===== src/core/crtc_ext_pkg.sv =====
// package: index map, field positions, reset values and carrier structs of the extended bank
package crtc_ext_pkg;

    // register indices on the index/data port
    localparam logic [7:0] IDX_FIFO_RESTART_LOW  = 8'h3B;
    localparam logic [7:0] IDX_INTERLACE_START   = 8'h3C;
    localparam logic [7:0] IDX_SYSTEM_CONFIG     = 8'h40;
    localparam logic [7:0] IDX_FIRMWARE_FLAG     = 8'h41;
    localparam logic [7:0] IDX_INTERLACE_MODE    = 8'h42;
    localparam logic [7:0] IDX_EXTENDED_MODE     = 8'h43;
    localparam logic [7:0] IDX_CURSOR_MODE       = 8'h45;
    localparam logic [7:0] IDX_CURSOR_X_HIGH     = 8'h46;
    localparam logic [7:0] IDX_CURSOR_X_LOW      = 8'h47;
    localparam logic [7:0] IDX_CURSOR_Y_HIGH     = 8'h48;
    localparam logic [7:0] IDX_CURSOR_Y_LOW      = 8'h49;
    localparam logic [7:0] IDX_CURSOR_FG_STACK   = 8'h4A;
    localparam logic [7:0] IDX_CURSOR_BG_STACK   = 8'h4B;
    localparam logic [7:0] IDX_CURSOR_START_HIGH = 8'h4C;
    localparam logic [7:0] IDX_CURSOR_START_LOW  = 8'h4D;
    localparam logic [7:0] IDX_PATTERN_COL       = 8'h4E;
    localparam logic [7:0] IDX_PATTERN_ROW       = 8'h4F;

    // field positions
    localparam int BIT_FIFO_RESTART_ENABLE = 4;   // in compat_control_three
    localparam int BIT_FIFO_RESTART_MSB    = 6;   // in horizontal_overflow_ext
    localparam int BIT_ENHANCED_ACCESS     = 0;
    localparam int BIT_READY_WAIT          = 4;
    localparam int BIT_INTERLACE_SELECT    = 5;
    localparam int BIT_SCREEN_WIDTH_8      = 2;
    localparam int BIT_HORIZONTAL_DOUBLE   = 7;
    localparam int BIT_CURSOR_ENABLE       = 0;
    localparam int BIT_CURSOR_RIGHT        = 4;
    localparam int WIDTH_EXT_LSB           = 4;   // in system_control_two, bits 5-4

    // writable masks and reset values
    localparam logic [7:0] SYSCFG_RESET       = 8'h30;
    localparam logic [7:0] SYSCFG_RW_MASK     = 8'h11;
    localparam logic [7:0] SYSCFG_FIXED_ONES  = 8'h20;
    localparam logic [7:0] INTERLACE_SELECT_MASK     = 8'h20;
    localparam logic [7:0] EXT_MODE_MASK      = 8'h84;
    localparam logic [7:0] CURSOR_MODE_MASK   = 8'h11;
    localparam logic [7:0] HIGH3_MASK         = 8'h07;
    localparam logic [7:0] HIGH4_MASK         = 8'h0F;
    localparam logic [7:0] PATTERN_MASK       = 8'h3F;
    localparam logic [7:0] BYTE_ZERO          = 8'h00;
    localparam logic [1:0] STACK_DEPTH_LAST   = 2'h2;
    localparam logic [1:0] RIGHT_STORE_LOWBITS = 2'h3;

    // display timing controls handed to the timing core
    typedef struct packed {
        logic        fifo_restart_enable;
        logic [8:0]  fifo_restart;
        logic        interlace_select;
        logic [7:0]  interlace_start;
        logic        horizontal_double;
        logic        screen_width_bit8;
        logic        screen_width_bit8_valid;
    } timing_ctrl_t;

    // cursor controls handed to the cursor pixel generator
    typedef struct packed {
        logic        cursor_enable;
        logic        cursor_right_storage;
        logic [10:0] cursor_x_coord;
        logic [10:0] cursor_y_coord;
        logic [23:0] foreground;
        logic [23:0] background;
        logic [11:0] cursor_storage_start;
        logic [5:0]  cursor_pattern_col_offset;
        logic [5:0]  cursor_pattern_row_offset;
        logic        storage_setup_error;
    } cursor_ctrl_t;

endpackage


===== src/core/crtc_extended_cursor_regs.sv =====
// indexed bank of extended display timing, system and hardware cursor registers
//
// Contract
// restart value is nine bits, top from extension
// restart value used only while compat bit 4 set
// restart counts character clocks from display start
// software keeps restart inside horizontal blanking
// interlace start offsets even/odd active display
// interlace bit five selects interlaced, gates offset
// system configuration bit zero gates enhanced access
// ready bit four chooses zero or one wait
// system configuration resets 30H, bit5 one
// width bit eight ignored unless extension 00b
// extended bit seven doubles horizontal timing
// cursor shown only if enabled and enhanced
// right storage option moves cursor to line end
// software sets start low bits 11b then
// cursor X is eleven bits, split high/low
// X and Y applied together on Y high write
// foreground stack three bytes, pointer advances
// background shares pointer; mode read clears it
// storage start is twelve bits, split high/low
// six bit pattern column offset
// six bit pattern row offset
// firmware byte is plain storage, resets zero
// coordinate bytes shadowed until Y high write
module crtc_extended_cursor_regs
    import crtc_ext_pkg::*;
(
    // clock and raw reset
    input  wire logic       i_clock,
    input  wire logic       i_resetn,

    // index/data port, one access per strobe cycle
    input  wire logic [7:0] i_index,
    input  wire logic       i_write,
    input  wire logic       i_read,
    input  wire logic [7:0] i_write_data,

    // levels from neighbouring registers and modes
    input  wire logic       i_compat_control_three_bit4,
    input  wire logic       i_horizontal_overflow_ext_bit6,
    input  wire logic [1:0] i_system_control_two_width,
    input  wire logic       i_enhanced_mode_active,
    // pixel depth is kept for the cursor generator; this bank does not use it
    input  wire logic       i_eight_bpp,

    // register contents and derived controls
    output logic [7:0]      o_read_data,
    output logic            o_index_hit,
    output logic            o_enhanced_access_enable,
    output logic            o_ready_wait_control,
    output timing_ctrl_t    o_timing,
    output cursor_ctrl_t    o_cursor
);

    // reset release chain
    logic         reset_sync1_ff;
    logic         reset_sync2_ff;
    logic         rst_n;

    // display timing, system and cursor mode bytes
    logic [7:0]   fifo_restart_low_ff;
    logic [7:0]   interlace_start_ff;
    logic [7:0]   system_config_ff;
    logic [7:0]   firmware_scratch_byte_ff;
    logic [7:0]   interlace_mode_ff;
    logic [7:0]   extended_mode_ff;
    logic [7:0]   cursor_mode_ff;

    // position shadows, Y high byte and live coordinates
    logic [7:0]   x_high_shadow_ff;
    logic [7:0]   x_low_shadow_ff;
    logic [7:0]   y_low_shadow_ff;
    logic [7:0]   y_high_ff;
    logic [10:0]  cursor_x_ff;
    logic [10:0]  cursor_y_ff;

    // colour stacks and their shared pointer
    logic [1:0]   stack_ptr_ff;
    logic [1:0]   nxt_stack_ptr;
    logic [7:0]   fg_stack_ff [3];
    logic [7:0]   bg_stack_ff [3];

    // storage start address and pattern offset bytes
    logic [7:0]   start_high_ff;
    logic [7:0]   start_low_ff;
    logic [7:0]   pattern_col_ff;
    logic [7:0]   pattern_row_ff;

    // stack write strobes
    logic         wr_fg;
    logic         wr_bg;

    // reset released through two flops so all state leaves reset on one edge;
    // assertion stays asynchronous, so the bank clears even with no clock
    always_ff @(posedge i_clock or negedge i_resetn) begin
        if (!i_resetn) begin
            reset_sync1_ff <= 1'b0;
            reset_sync2_ff <= 1'b0;
        end else begin
            reset_sync1_ff <= 1'b1;
            reset_sync2_ff <= reset_sync1_ff;
        end
    end
    assign rst_n = reset_sync2_ff;

    // display timing, system and cursor mode bytes
    always_ff @(posedge i_clock or negedge rst_n) begin
        if (!rst_n) begin
            fifo_restart_low_ff      <= BYTE_ZERO;
            interlace_start_ff       <= BYTE_ZERO;
            system_config_ff         <= SYSCFG_RESET;
            firmware_scratch_byte_ff <= BYTE_ZERO;
            interlace_mode_ff        <= BYTE_ZERO;
            extended_mode_ff         <= BYTE_ZERO;
            cursor_mode_ff           <= BYTE_ZERO;
        end else if (i_write) begin
            // indices of the other groups fall to default and change nothing here
            case (i_index)
                IDX_FIFO_RESTART_LOW: fifo_restart_low_ff <= i_write_data;
                IDX_INTERLACE_START:  interlace_start_ff  <= i_write_data;
                // reserved bit 5 stays one, bits 7-6 stay zero
                IDX_SYSTEM_CONFIG:    system_config_ff <=
                    (i_write_data & SYSCFG_RW_MASK) | SYSCFG_FIXED_ONES;
                IDX_FIRMWARE_FLAG:    firmware_scratch_byte_ff <= i_write_data;
                // mode bytes keep only their defined bits; the rest reads zero
                IDX_INTERLACE_MODE:   interlace_mode_ff <= i_write_data & INTERLACE_SELECT_MASK;
                IDX_EXTENDED_MODE:    extended_mode_ff  <= i_write_data & EXT_MODE_MASK;
                IDX_CURSOR_MODE:      cursor_mode_ff    <= i_write_data & CURSOR_MODE_MASK;
                default: ;
            endcase
        end
    end

    // cursor position: bytes land in shadows, the Y high write commits both axes;
    // software may write the other three bytes in any order before Y high and the cursor never jumps
    // to a half-updated spot, at the cost of one more byte write per move
    always_ff @(posedge i_clock or negedge rst_n) begin
        if (!rst_n) begin
            x_high_shadow_ff <= BYTE_ZERO;
            x_low_shadow_ff  <= BYTE_ZERO;
            y_low_shadow_ff  <= BYTE_ZERO;
            y_high_ff        <= BYTE_ZERO;
            cursor_x_ff      <= '0;
            cursor_y_ff      <= '0;
        end else if (i_write) begin
            case (i_index)
                IDX_CURSOR_X_HIGH: x_high_shadow_ff <= i_write_data & HIGH3_MASK;
                IDX_CURSOR_X_LOW:  x_low_shadow_ff  <= i_write_data;
                IDX_CURSOR_Y_LOW:  y_low_shadow_ff  <= i_write_data;
                IDX_CURSOR_Y_HIGH: begin
                    // the commit reads the shadows as they stood before this edge
                    y_high_ff   <= i_write_data & HIGH3_MASK;
                    cursor_x_ff <= {x_high_shadow_ff[2:0], x_low_shadow_ff};
                    cursor_y_ff <= {i_write_data[2:0], y_low_shadow_ff};
                end
                default: ;
            endcase
        end
    end

    // colour stacks share one pointer; a cursor mode read rewinds it
    assign wr_fg = i_write && (i_index == IDX_CURSOR_FG_STACK);
    assign wr_bg = i_write && (i_index == IDX_CURSOR_BG_STACK);

    always_comb begin
        nxt_stack_ptr = stack_ptr_ff;
        if (wr_fg || wr_bg) begin
            // wraps after the third byte rather than running off the stack
            nxt_stack_ptr = (stack_ptr_ff == STACK_DEPTH_LAST) ? 2'h0
                          : stack_ptr_ff + 2'h1;
        end
        // the rewind comes last, so a mode read beats a stack write in one cycle
        if (i_read && (i_index == IDX_CURSOR_MODE)) begin
            nxt_stack_ptr = 2'h0;
        end
    end

    always_ff @(posedge i_clock or negedge rst_n) begin
        if (!rst_n) begin
            stack_ptr_ff <= 2'h0;
        end else begin
            stack_ptr_ff <= nxt_stack_ptr;
        end
    end

    // one stack entry per colour byte
    for (genvar g = 0; g < 3; g++) begin : g_stack
        always_ff @(posedge i_clock or negedge rst_n) begin
            if (!rst_n) begin
                fg_stack_ff[g] <= BYTE_ZERO;
                bg_stack_ff[g] <= BYTE_ZERO;
            end else begin
                if (wr_fg && stack_ptr_ff == 2'(g)) begin
                    fg_stack_ff[g] <= i_write_data;
                end
                if (wr_bg && stack_ptr_ff == 2'(g)) begin
                    bg_stack_ff[g] <= i_write_data;
                end
            end
        end
    end

    // storage start and pattern offsets
    // reserved upper bits are dropped at the write, so reads give zero there
    always_ff @(posedge i_clock or negedge rst_n) begin
        if (!rst_n) begin
            start_high_ff  <= BYTE_ZERO;
            start_low_ff   <= BYTE_ZERO;
            pattern_col_ff <= BYTE_ZERO;
            pattern_row_ff <= BYTE_ZERO;
        end else if (i_write) begin
            case (i_index)
                IDX_CURSOR_START_HIGH: start_high_ff  <= i_write_data & HIGH4_MASK;
                IDX_CURSOR_START_LOW:  start_low_ff   <= i_write_data;
                IDX_PATTERN_COL:       pattern_col_ff <= i_write_data & PATTERN_MASK;
                IDX_PATTERN_ROW:       pattern_row_ff <= i_write_data & PATTERN_MASK;
                default: ;
            endcase
        end
    end

    // read mux; stacks read back the entry under the pointer, reserved bits zero
    // a stack read shows the slot the next write will fill, not the last one
    // written; with no strobe the byte holds
    always_ff @(posedge i_clock or negedge rst_n) begin
        if (!rst_n) begin
            o_read_data <= BYTE_ZERO;
        end else if (i_read) begin
            case (i_index)
                IDX_FIFO_RESTART_LOW:  o_read_data <= fifo_restart_low_ff;
                IDX_INTERLACE_START:   o_read_data <= interlace_start_ff;
                IDX_SYSTEM_CONFIG:     o_read_data <= system_config_ff;
                IDX_FIRMWARE_FLAG:     o_read_data <= firmware_scratch_byte_ff;
                IDX_INTERLACE_MODE:    o_read_data <= interlace_mode_ff;
                IDX_EXTENDED_MODE:     o_read_data <= extended_mode_ff;
                IDX_CURSOR_MODE:       o_read_data <= cursor_mode_ff;
                IDX_CURSOR_X_HIGH:     o_read_data <= x_high_shadow_ff;
                IDX_CURSOR_X_LOW:      o_read_data <= x_low_shadow_ff;
                IDX_CURSOR_Y_HIGH:     o_read_data <= y_high_ff;
                IDX_CURSOR_Y_LOW:      o_read_data <= y_low_shadow_ff;
                IDX_CURSOR_FG_STACK:   o_read_data <= fg_stack_ff[stack_ptr_ff];
                IDX_CURSOR_BG_STACK:   o_read_data <= bg_stack_ff[stack_ptr_ff];
                IDX_CURSOR_START_HIGH: o_read_data <= start_high_ff;
                IDX_CURSOR_START_LOW:  o_read_data <= start_low_ff;
                IDX_PATTERN_COL:       o_read_data <= pattern_col_ff;
                IDX_PATTERN_ROW:       o_read_data <= pattern_row_ff;
                default:               o_read_data <= BYTE_ZERO;
            endcase
        end
    end

    // index decode hit, so the enclosing port can steer its data bus
    // pure decode of the index: it needs no strobe and has no side effect
    always_comb begin
        case (i_index)
            IDX_FIFO_RESTART_LOW, IDX_INTERLACE_START, IDX_SYSTEM_CONFIG,
            IDX_FIRMWARE_FLAG, IDX_INTERLACE_MODE, IDX_EXTENDED_MODE,
            IDX_CURSOR_MODE, IDX_CURSOR_X_HIGH, IDX_CURSOR_X_LOW,
            IDX_CURSOR_Y_HIGH, IDX_CURSOR_Y_LOW, IDX_CURSOR_FG_STACK,
            IDX_CURSOR_BG_STACK, IDX_CURSOR_START_HIGH, IDX_CURSOR_START_LOW,
            IDX_PATTERN_COL, IDX_PATTERN_ROW: o_index_hit = 1'b1;
            default:                          o_index_hit = 1'b0;
        endcase
    end

    // system controls feed the bus front end
    assign o_enhanced_access_enable = system_config_ff[BIT_ENHANCED_ACCESS];
    // high means the front end must insert at least one wait before ready
    assign o_ready_wait_control     = system_config_ff[BIT_READY_WAIT];

    // timing controls; the restart count is in character clocks from display start
    // the restart value always passes; the enable tells the core whether to use it
    assign o_timing.fifo_restart_enable =
        i_compat_control_three_bit4 ;
    assign o_timing.fifo_restart =
        {i_horizontal_overflow_ext_bit6, fifo_restart_low_ff};
    assign o_timing.interlace_select  = interlace_mode_ff[BIT_INTERLACE_SELECT];
    // offset forced to zero outside interlace so the timing core sees no stale value
    assign o_timing.interlace_start   =
        interlace_mode_ff[BIT_INTERLACE_SELECT] ? interlace_start_ff : BYTE_ZERO;
    assign o_timing.horizontal_double = extended_mode_ff[BIT_HORIZONTAL_DOUBLE];
    // a nonzero width extension field takes over bit 8 of the screen width
    assign o_timing.screen_width_bit8_valid = (i_system_control_two_width == 2'h0);
    assign o_timing.screen_width_bit8 = (i_system_control_two_width == 2'h0)
        & extended_mode_ff[BIT_SCREEN_WIDTH_8];

    // cursor controls
    // colour words stack entry 2 over entry 1 over entry 0
    assign o_cursor.cursor_enable = cursor_mode_ff[BIT_CURSOR_ENABLE]
        & i_enhanced_mode_active;
    assign o_cursor.cursor_right_storage = cursor_mode_ff[BIT_CURSOR_RIGHT];
    assign o_cursor.cursor_x_coord = cursor_x_ff;
    assign o_cursor.cursor_y_coord = cursor_y_ff;
    assign o_cursor.foreground = {fg_stack_ff[2], fg_stack_ff[1], fg_stack_ff[0]};
    assign o_cursor.background = {bg_stack_ff[2], bg_stack_ff[1], bg_stack_ff[0]};
    assign o_cursor.cursor_storage_start = {start_high_ff[3:0], start_low_ff};
    assign o_cursor.cursor_pattern_col_offset = pattern_col_ff[5:0];
    assign o_cursor.cursor_pattern_row_offset = pattern_row_ff[5:0];
    // flags a software setup slip; the bank still stores what was written
    assign o_cursor.storage_setup_error = cursor_mode_ff[BIT_CURSOR_RIGHT]
        & (start_low_ff[1:0] != RIGHT_STORE_LOWBITS);

endmodule


===== config.mk =====
export PLATFORM = sky130hd
export DESIGN_NAME = crtc_extended_cursor_regs
export DESIGN_NICKNAME = d
export VERILOG_FILES = /design/src/core/crtc_ext_pkg.sv /design/src/core/crtc_extended_cursor_regs.sv
export SDC_FILE = /design/constraint.sdc
export NUM_CORES = 1
export LEC_CHECK = 0
export ABC_AREA = 1
export BUFFER_PORTS_ARGS = -buffer_cell sky130_fd_sc_hd__buf_4
export CAP_MARGIN = 20
export CORE_MARGIN = 3
export CORE_UTILIZATION = 50
export DETAILED_ROUTE_END_ITERATION = 10
export PLACE_DENSITY = 0.81
export SYNTH_ARGS = -nofsm -noshare
export SYNTH_HDL_FRONTEND = slang
export SYNTH_SLANG_ARGS = --single-unit

===== constraint.sdc =====
create_clock -name i_clock -period 9.6 [get_ports i_clock]
set_input_delay 1.44 -clock i_clock [delete_from_list [all_inputs] [get_ports i_clock]]
set_output_delay 1.44 -clock i_clock [all_outputs]
set_load 0.01 [all_outputs]

==> flow_metrics.env, run 1 <==
export IMPL_die_w_um=126
export IMPL_status="finished, final reports clean"
export IMPL_cp_required_ns=8.16
export IMPL_hold_viol_final=0
export IMPL_syn_inst=869
export IMPL_cts_hold_buf=0
export IMPL_cts_max_level=4
export IMPL_maxCapViolCount=0
export IMPL_arrival_ns=3.25
export IMPL_drt_antenna_violating_nets=0
export IMPL_fin_nets=1027
export IMPL_wire_per_inst_um=18.7
export IMPL_io_pins=156
export IMPL_drt_pass1_iter_count=5
export IMPL_rsz0062_at_grt="false"
export IMPL_cts_resized=0
export IMPL_power_frac_clock=0.438
export IMPL_cts_path_max_buffers=2
export IMPL_viasPerCell=5.54
export IMPL_placedCellCount=1161
export IMPL_register_area_mm2=0.00391
export IMPL_antenna_found_initial=0
export IMPL_slew_viol_final=0
export IMPL_grt_overflow=0
export IMPL_drc=0
export IMPL_port_buffers=150
export IMPL_vias=6607
export IMPL_swShare=0.245
export IMPL_worst_setup_path_type="input pin to output pin"
export IMPL_pwr_share_seq=0.487
export IMPL_syn_to_final_growth_pct=24.3
export IMPL_min_period_over_period=0.488
export IMPL_cts_setup_buffers=0
export IMPL_ir_drop_uv=125
export IMPL_initial_utilization=0.513
export IMPL_powerDensity_mw_per_mm2=164
export IMPL_yosys_warnings=0
export IMPL_hold_depth=0
export IMPL_critical_path_max_stage_delay_ns=0.71
export IMPL_routed_wl_um=22300
export IMPL_crit_chain="buf_4, inv_1, nand2_1, nor2_4, nand2_1, inv_2, nor3_1, o2111ai_1, buf_4"
export IMPL_setup_viol=0
export IMPL_max_slew_margin=0.340
export IMPL_grt_max_degree=81
export IMPL_crit_slowest_cell="nor2_4"
export IMPL_worstPathMaxFanout=44
export IMPL_worst_slew_pin_slew_ns=0.991
export IMPL_cts_tree="yes"
export IMPL_avgSynthCellArea_um2=8.22
export IMPL_n_fill_cell=1182
export IMPL_fin_skew_ns=0.00863
export IMPL_gp_congestion=0.939
export IMPL_fin_crit_ns=4.69
export IMPL_p_comb_frac=0.075
export IMPL_synth_seq_cells=156
export IMPL_syn_area_mm2=0.00714
export IMPL_dp_hpwl_um=15500
export IMPL_ys_seq_area_frac=0.547
export IMPL_drtIter0Drc=583
export IMPL_critPathLaunchType="input pin"
export IMPL_synthDistinctLibCells=30
export IMPL_syn_nets=895
export IMPL_die_area_mm2=0.0158
export IMPL_clkSinkCount=156
export IMPL_die_h_um=126
export IMPL_final_layout_size_suffix_gt1_frac=0.211
export IMPL_antenna_cells=0
export IMPL_cp_end_kind="output pin"
export IMPL_clk_root_buffer_cell="clkbuf_16"
export IMPL_min_path_type="flip-flop to flip-flop"
export IMPL_grt_first_pass_wirelength_um=34700
export IMPL_clk_insertion_delay_late_ns=0.44
export IMPL_multi_input_area_mm2=0.00282
export IMPL_clkTransAtPathRegs_ns=0.06
export IMPL_grt_pass1_vias=6246
export IMPL_rows=43
export IMPL_p_switching_w=0.000356
export IMPL_clock_fmax_mhz=213
export IMPL_track_usage=0.286
export IMPL_numCtsBuffers=17
export IMPL_rr_worst_depth=1
export IMPL_fin_cells=1192
export IMPL_fin_tns_setup_ns=0
export IMPL_p_leak_nw=4.60
export IMPL_fp_coreArea_mm2=0.0139
export IMPL_power_internal_w=0.00110
## logic make-up after synthesis
logic type	synth area share
simple gates	0.265
flops	0.547
compound gates	0.106
buf+inv	0.0592
mux	0.0221
other cells	0.000525
## worst max-delay path: cells and delay by family
kind | cells | cell delay (ns)
compound gates | 1 | 0.14
buf+inv | 4 | 0.54
simple gates | 4 | 1.11
## synthesized netlist by cell type
cell type,number,share of area
buf_2,17,0.012
nor3_1,3,0.0021
nand4_1,5,0.0044
inv_2,8,0.0042
nor3_4,1,0.0023
nor3b_1,1,0.0011
clkinv_1,1,0.00052
a21boi_0,1,0.0011
a31oi_1,2,0.0018
a21oi_1,2,0.0014
inv_1,52,0.027
nor2_1,43,0.023
o21a_1,3,0.0032
nor2_4,6,0.0095
clkbuf_1,15,0.0079
dfrtp_1,155,0.54
o211ai_1,1,0.0011
o2111ai_1,1,0.0012
o22ai_1,1,0.00088
o21ai_1,39,0.027
conb_1,1,0.00052
mux2_1,14,0.022
o21ai_0,98,0.069
buf_4,7,0.0074
nand2_1,310,0.16
dfstp_2,1,0.0037
nand3_1,63,0.044
nand3_2,1,0.0014
nor2_2,8,0.0070
nand2_2,9,0.0079
## sequential cells by signal, indices dropped and copies added, names as in the netlist, 2 cells and up
signal                    flops
cursor_mode_ff                2
cursor_x_ff                  11
o_read_data                   8
interlace_start_ff            8
stack_ptr_ff                  2
extended_mode_ff              2
fifo_restart_low_ff           8
cursor_y_ff                  11
system_config_ff              2
y_low_shadow_ff               8
firmware_scratch_byte_ff      8
pattern_col_ff                6
o_cursor                     48
x_high_shadow_ff              3
start_low_ff                  8
x_low_shadow_ff               8
pattern_row_ff                6
start_high_ff                 4
## final timing paths
check | from | end | slack (ns)
setup reg to reg | reset_sync2_ff | cursor_y_ff[2] | 7.55
hold reg to reg | reset_sync1_ff | reset_sync2_ff | 0.35
min in group asynchronous | reset_sync2_ff | y_low_shadow_ff[7] | 0.49
setup / recovery | i_index[4] | o_index_hit | 4.91
hold / removal | reset_sync1_ff | reset_sync2_ff | 0.35
max in group asynchronous | reset_sync2_ff | cursor_y_ff[2] | 7.55
## final cells by class
| cell class | instances | area share |
|---|---|---|
| Sequential cell | 156 | 0.440 |
| Clock inverter | 6 | 0.00690 |
| Tap cell | 180 | 0.0254 |
| Clock buffer | 24 | 0.0554 |
| Multi-Input combinational cell | 613 | 0.317 |
| Inverter | 61 | 0.0258 |
| Timing Repair Buffer | 152 | 0.129 |
## routing by layer
layer | wire, µm | part of all wire | up-vias | global-route usage
li1 | - | - | 3059 | -
met1 | 9190 | 0.41 | 3173 | 0.397
met2 | 10500 | 0.47 | 337 | 0.437
met5 | 0 | 0 | - | 0
met4 | 478 | 0.021 | 0 | 0.105
met3 | 2100 | 0.094 | 38 | 0.0713
## cells in the final DEF (no fill, tap or decap), drive strengths merged
cell,n
o211ai,1
clkinv,4
nand3,64
dfstp,1
a21boi,1
nor3,4
dfrtp,155
clkbuf,24
a21oi,2
o2111ai,1
a31oi,2
inv,61
nand4,5
conb,1
o21ai,137
o22ai,1
nand2,319
nor2,57
clkinvlp,1
o21a,3
bufinv,1
mux2,14
nor3b,1
buf,152
## metrics by stage
stage	instance area [µm²]	hold WS [ns]	total power (W)	util	worst slack (ns)
after floorplan	7140	0.331	0.000770	-	4.93
after detailed placement	8310	0.344	0.000828	0.597	4.92
after global placement	8310	0.336	0.000824	0.597	4.92
after CTS	8870	0.357	0.00146	0.636	4.92
final	8880	0.353	0.00146	0.637	4.91
after global routing	8880	0.359	0.00150	0.637	4.71
## power groups by stage
| stage | clock network, W | logic, W | registers, W |
|---|---|---|---|
| finish | 0.000637 | 0.000110 | 0.000708 |
| global route | 0.000671 | 0.000120 | 0.000711 |
| CTS | 0.000641 | 0.000109 | 0.000708 |
| detailed placement | 0 | 0.000109 | 0.000719 |
| global placement | 0 | 0.000106 | 0.000718 |
| floorplan | 0 | 0.0000490 | 0.000721 |
Power figures use the tool's default switching activity.
==> inputs of run 2 (changes only) <==
- clock period: 9.6 -> 4.9 ns (I/O delays scaled with it)
==> flow_metrics.env, run 2 (same netlist as run 1, synthesis figures left out) <==
export IMPL_power_internal_w=0.00214
export IMPL_drc=0
export IMPL_maxCapViolCount=0
export IMPL_cts_max_level=4
export IMPL_grt_first_pass_wirelength_um=34200
export IMPL_syn_to_final_growth_pct=24.7
export IMPL_max_slew_margin=0.352
export IMPL_cts_resized=0
export IMPL_cts_path_max_buffers=2
export IMPL_die_h_um=126
export IMPL_drt_pass1_iter_count=6
export IMPL_fin_crit_ns=3.20
export IMPL_r2r_slack_ns=3.01
export IMPL_fp_coreArea_mm2=0.0139
export IMPL_final_layout_size_suffix_gt1_frac=0.212
export IMPL_wire_per_inst_um=18.5
export IMPL_slew_viol_final=0
export IMPL_powerDensity_mw_per_mm2=318
export IMPL_min_path_type="input pin to asynchronous set/reset pin"
export IMPL_fin_tns_setup_ns=0
export IMPL_die_w_um=126
export IMPL_numCtsBuffers=17
export IMPL_fin_skew_ns=0.00735
export IMPL_place_ws_ns=1.76
export IMPL_hold_viol_final=0
export IMPL_ir_drop_uv=232
export IMPL_clk_root_buffer_cell="clkbuf_16"
export IMPL_viasPerCell=5.56
export IMPL_grt_pass1_vias=6050
export IMPL_p_comb_frac=0.076
export IMPL_worst_slew_pin_slew_ns=0.972
export IMPL_grt_busiest_layer="met2"
export IMPL_fin_nets=1028
export IMPL_pwr_share_seq=0.489
export IMPL_cts_tree="yes"
export IMPL_antenna_found_initial=0
export IMPL_drt_antenna_violating_nets=0
export IMPL_worst_path_buf_inv=5
export IMPL_clock_fmax_mhz=313
export IMPL_swShare=0.244
export IMPL_arrival_ns=2.46
export IMPL_min_period_over_period=0.653
export IMPL_place_area_mm2=0.00833
export IMPL_cts_hold_buf=0
export IMPL_rsz0062_at_grt="false"
export IMPL_worstPathMaxFanout=26
export IMPL_finalPower_w=0.00284
export IMPL_cts_setup_buffers=0
export IMPL_clkSinkCount=156
export IMPL_cp_common_cell="buf_4"
export IMPL_p_switching_w=0.000693
export IMPL_crit_chain="buf_4, inv_1, nand2_1, nor2_4, buf_4, nand2_1, inv_1, nor2_1, o2111ai_1, buf_4"
export IMPL_timing_rr_end="o_cursor[57]"
export IMPL_mostFrequentLayoutCells="nand2_1 (310), dfrtp_1 (154), buf_4 (151)"
export IMPL_use_met3=0.0564
export IMPL_vias=6637
export IMPL_crit_family="buffers and inverters"
export IMPL_track_usage=0.283
export IMPL_grt_max_degree=80
export IMPL_critPathLaunchType="input pin"
export IMPL_cp_required_ns=4.16
export IMPL_setup_worst_path_start="i_index[7]"
export IMPL_use_met2=0.430
export IMPL_drtIter0Drc=847
export IMPL_dp_hpwl_um=15700
export IMPL_port_buffers=150
export IMPL_layout_setup_ws_ns=1.70
export IMPL_crit_slowest_cell="nor2_4"
export IMPL_worst_setup_path_type="input pin to output pin"
export IMPL_rr_worst_depth=5
export IMPL_antenna_cells=0
export IMPL_setup_viol=0
export IMPL_worstReg2RegStart="stack_ptr_ff[0]"
export IMPL_routed_wl_um=22000
export IMPL_power_frac_clock=0.435
export IMPL_met1_usage=0.407
export IMPL_largest_register_ffs=48
export IMPL_io_pins=156
export IMPL_status="finished, final reports clean"
export IMPL_finalInstanceArea_mm2=0.00891
export IMPL_cp_end_kind="output pin"
export IMPL_die_area_mm2=0.0158
export IMPL_initial_utilization=0.513
export IMPL_layout_commonest_cell="nand2_1"
export IMPL_p_leak_nw=4.61
export IMPL_rows=43
export IMPL_clkTransAtPathRegs_ns=0.06
export IMPL_clk_insertion_delay_late_ns=0.43
export IMPL_critical_path_max_stage_delay_ns=0.41
export IMPL_gp_congestion=0.939
export IMPL_grt_overflow=0
[run 2: final cells by class]
class	count	area, µm²
Clock inverter	7	66.3
Fill cell	1179	5030
Inverter	61	229
Multi-Input combinational cell	613	2820
Tap cell	180	225
Clock buffer	24	482
Sequential cell	156	3910
Timing Repair Buffer	153	1180
[run 2: worst max path at each step]
| stage | to | slack [ns] | cells after the start |
|---|---|---|---|
| finish | o_index_hit | 1.70 | 10 |
| global placement | o_index_hit | 1.76 | 10 |
| global route | o_index_hit | 1.58 | 10 |
| detailed placement | o_index_hit | 1.76 | 10 |
| CTS | o_index_hit | 1.75 | 10 |
| floorplan | cursor_mode_ff[0] | 0.23 | 0 |
[run 2: power by group through the flow]
stage                     clock network [W]  registers (W)  logic [W]
after floorplan                           0        0.00141  0.0000960
after global placement                    0        0.00141   0.000209
after detailed placement                  0        0.00141   0.000215
after CTS                           0.00124        0.00139   0.000216
after global routing                0.00130        0.00139   0.000236
final                               0.00123        0.00139   0.000216
[run 2: through the flow]
step | hold slack [ns] | utilization | std cells
2_1_floorplan | 0.331 | - | 869
3_3_place_gp | 0.336 | 0.598 | 1162
4_1_cts | 0.0589 | 0.637 | 1193
5_1_grt | 0.0559 | 0.639 | 1194
3_5_place_dp | 0.347 | 0.598 | 1162
6_report | 0.0704 | 0.639 | 1194
[run 2: layer usage]
layer	up-vias	part of all wire
li1	3073	-
met3	44	0.084
met5	-	0
met1	3169	0.42
met4	0	0.027
met2	351	0.47
[run 2: worst register-to-register path, cell delays in order (launching register included)]
cell,delay (ns)
dfrtp_1,0.51
inv_2,0.10
nor2_4,0.38
nand2_1,0.49
nand2_1,0.17
o21ai_1,0.09
==> inputs of run 3 (changes only) <==
- CORE_UTILIZATION: 50 -> 49
- PLACE_DENSITY: 0.81 -> 0.83
- clock period: 4.9 -> 2.6 ns (I/O delays scaled with it)
==> flow_metrics.env, run 3 (same netlist as run 1, synthesis figures left out) <==
export IMPL_critPathLaunchType="input pin"
export IMPL_viasPerCell=5.54
export IMPL_fin_skew_ns=0.00885
export IMPL_cp_num_cells=10
export IMPL_cts_max_level=4
export IMPL_timing_rr_end="o_cursor[51]"
export IMPL_worstReg2RegStart="stack_ptr_ff[0]"
export IMPL_crit_family="buffers and inverters"
export IMPL_cp_common_cell="buf_4"
export IMPL_clk_insertion_delay_late_ns=0.44
export IMPL_antenna_found_initial=0
export IMPL_rows=43
export IMPL_fin_crit_ns=2.18
export IMPL_clkTransAtPathRegs_ns=0.06
export IMPL_worstPathMaxFanout=12
export IMPL_largest_register_ffs=48
export IMPL_placedCellCount=1169
export IMPL_initial_utilization=0.507
export IMPL_clk_root_buffer_cell="clkbuf_16"
export IMPL_grt_max_degree=54
export IMPL_cts_path_max_buffers=2
export IMPL_die_h_um=127
export IMPL_numCtsBuffers=17
export IMPL_r2r_slack_ns=0.71
export IMPL_min_period_over_period=0.837
export IMPL_syn_to_final_growth_pct=26.6
export IMPL_cts_tree="yes"
export IMPL_drc=0
export IMPL_powerDensity_mw_per_mm2=632
export IMPL_finalPower_w=0.00572
export IMPL_gp_congestion=0.972
export IMPL_antenna_cells=0
export IMPL_n_fill_cell=1180
export IMPL_fp_coreArea_mm2=0.0141
export IMPL_wire_per_inst_um=18.5
export IMPL_arrival_ns=1.79
export IMPL_crit_chain="buf_4, inv_1, nand2_1, nor2_4, buf_4, nand2_1, inv_1, nor3_1, o2111ai_1, buf_4"
export IMPL_maxCapViolCount=0
export IMPL_clkSinkCount=156
export IMPL_drt_pass1_iter_count=6
export IMPL_dp_hpwl_um=15600
export IMPL_setup_worst_path_start="i_index[4]"
export IMPL_layout_commonest_cell="nand2_1"
export IMPL_fin_cells=1202
export IMPL_cts_resized=0
export IMPL_fin_tns_setup_ns=0
export IMPL_die_area_mm2=0.0161
export IMPL_worst_setup_path_type="input pin to output pin"
export IMPL_worst_slew_pin_slew_ns=0.846
export IMPL_p_leak_nw=4.68
export IMPL_grt_pass1_vias=6256
export IMPL_fin_nets=1035
export IMPL_clock_fmax_mhz=459
export IMPL_mostFrequentLayoutCells="nand2_1 (310), buf_4 (157), dfrtp_1 (154)"
export IMPL_critical_path_max_stage_delay_ns=0.28
export IMPL_register_area_mm2=0.00391
export IMPL_min_path_type="input pin to flip-flop"
export IMPL_grt_first_pass_wirelength_um=34400
export IMPL_track_usage=0.279
export IMPL_final_layout_size_suffix_gt1_frac=0.217
export IMPL_place_area_mm2=0.00840
export IMPL_drtIter0Drc=813
export IMPL_crit_end="o_index_hit"
export IMPL_setup_viol=0
export IMPL_vias=6663
export IMPL_cp_end_kind="output pin"
export IMPL_drt_antenna_violating_nets=0
export IMPL_cp_required_ns=2.21
export IMPL_rsz0062_at_grt="false"
export IMPL_max_slew_margin=0.435
export IMPL_ir_drop_uv=467
export IMPL_hold_viol_final=0
export IMPL_multi_input_area_mm2=0.00282
export IMPL_final_core_util=0.642
export IMPL_slew_viol_final=0
export IMPL_die_w_um=127
export IMPL_grt_overflow=0
export IMPL_rr_worst_depth=4
export IMPL_io_pins=156
export IMPL_status="finished, final reports clean"
export IMPL_finalInstanceArea_mm2=0.00905
export IMPL_routed_wl_um=22300
export IMPL_port_buffers=150
export IMPL_crit_slowest_cell="nor2_4"
export IMPL_worst_path_buf_inv=5
run 3: cell count changes in the layout (fill, tap and decap cells not counted):
cell and delta:
buf_12 +1, buf_16 -1, buf_4 +6, bufinv_16 +3, clkbuf_8 +2, clkinv_2 -2
clkinv_4 -1, clkinvlp_4 -1, dlygate4sd3_1 +1
run 3: through the flow:
| stage | setup slack, ns | hold WS, ns |
|---|---|---|
| CTS | 0.463 | 0.174 |
| finish | 0.423 | 0.188 |
| global route | 0.347 | 0.203 |
| floorplan | 0.0167 | 0.0944 |
| detailed placement | 0.458 | 0.173 |
| global placement | 0.485 | 0.173 |
run 3: worst min-delay path by stage:
stage / startpoint / to / slack [ns] / cells past startpoint
finish: i_write_data[4] / fifo_restart_low_ff[4] / 0.19 / 3
global route: i_write_data[6] / fifo_restart_low_ff[6] / 0.20 / 3
CTS: i_write_data[4] / fifo_restart_low_ff[4] / 0.17 / 3
detailed placement: i_resetn / reset_sync1_ff / 0.17 / 1
global placement: i_resetn / reset_sync1_ff / 0.17 / 1
floorplan: i_resetn / reset_sync1_ff / 0.09 / 0
run 3: power breakdown:
group / leakage [nW] / total [W] / internal, W / switching (W)
clock: 0.315 / 0.00269 / 0.00173 / 0.000954
combinational: 2.24 / 0.000428 / 0.000153 / 0.000275
sequential: 2.13 / 0.00260 / 0.00251 / 0.0000918
total: 4.68 / 0.00572 / 0.00440 / 0.00132
run 3: tightest hold or removal path: cells and delay by family:
kind / cells / cell delay [ns]
buffers and inverters: 1 / 0.09
AND/OR/NAND/NOR: 1 / 0.04
AO/OA/AOI/OAI: 1 / 0.06
run 3: layer usage:
| metal | vias to the layer above | GRT usage | part of all wire |
|---|---|---|---|
| met5 | - | 0 | 0 |
| met4 | 0 | 0.107 | 0.026 |
| met3 | 47 | 0.0632 | 0.089 |
| met2 | 357 | 0.427 | 0.47 |
| met1 | 3171 | 0.389 | 0.42 |
| li1 | 3088 | - | - |
run 3: layout make-up:
| type | instances | area share |
|---|---|---|
| clock buffers | 26 | 0.0563 |
| clock inverters | 6 | 0.0144 |
| inverters | 61 | 0.0253 |
| multi-input cells | 613 | 0.311 |
| flip-flops and latches | 156 | 0.432 |
| well taps | 180 | 0.0249 |
| repair buffers | 160 | 0.136 |
run 3: timing repair:
item | in CTS | in global routing
setup endpoints to repair | 0 | 0
buffers inserted | 0 | 0
hold buffers | 1 | 0
hold endpoints to repair | 2 | 0
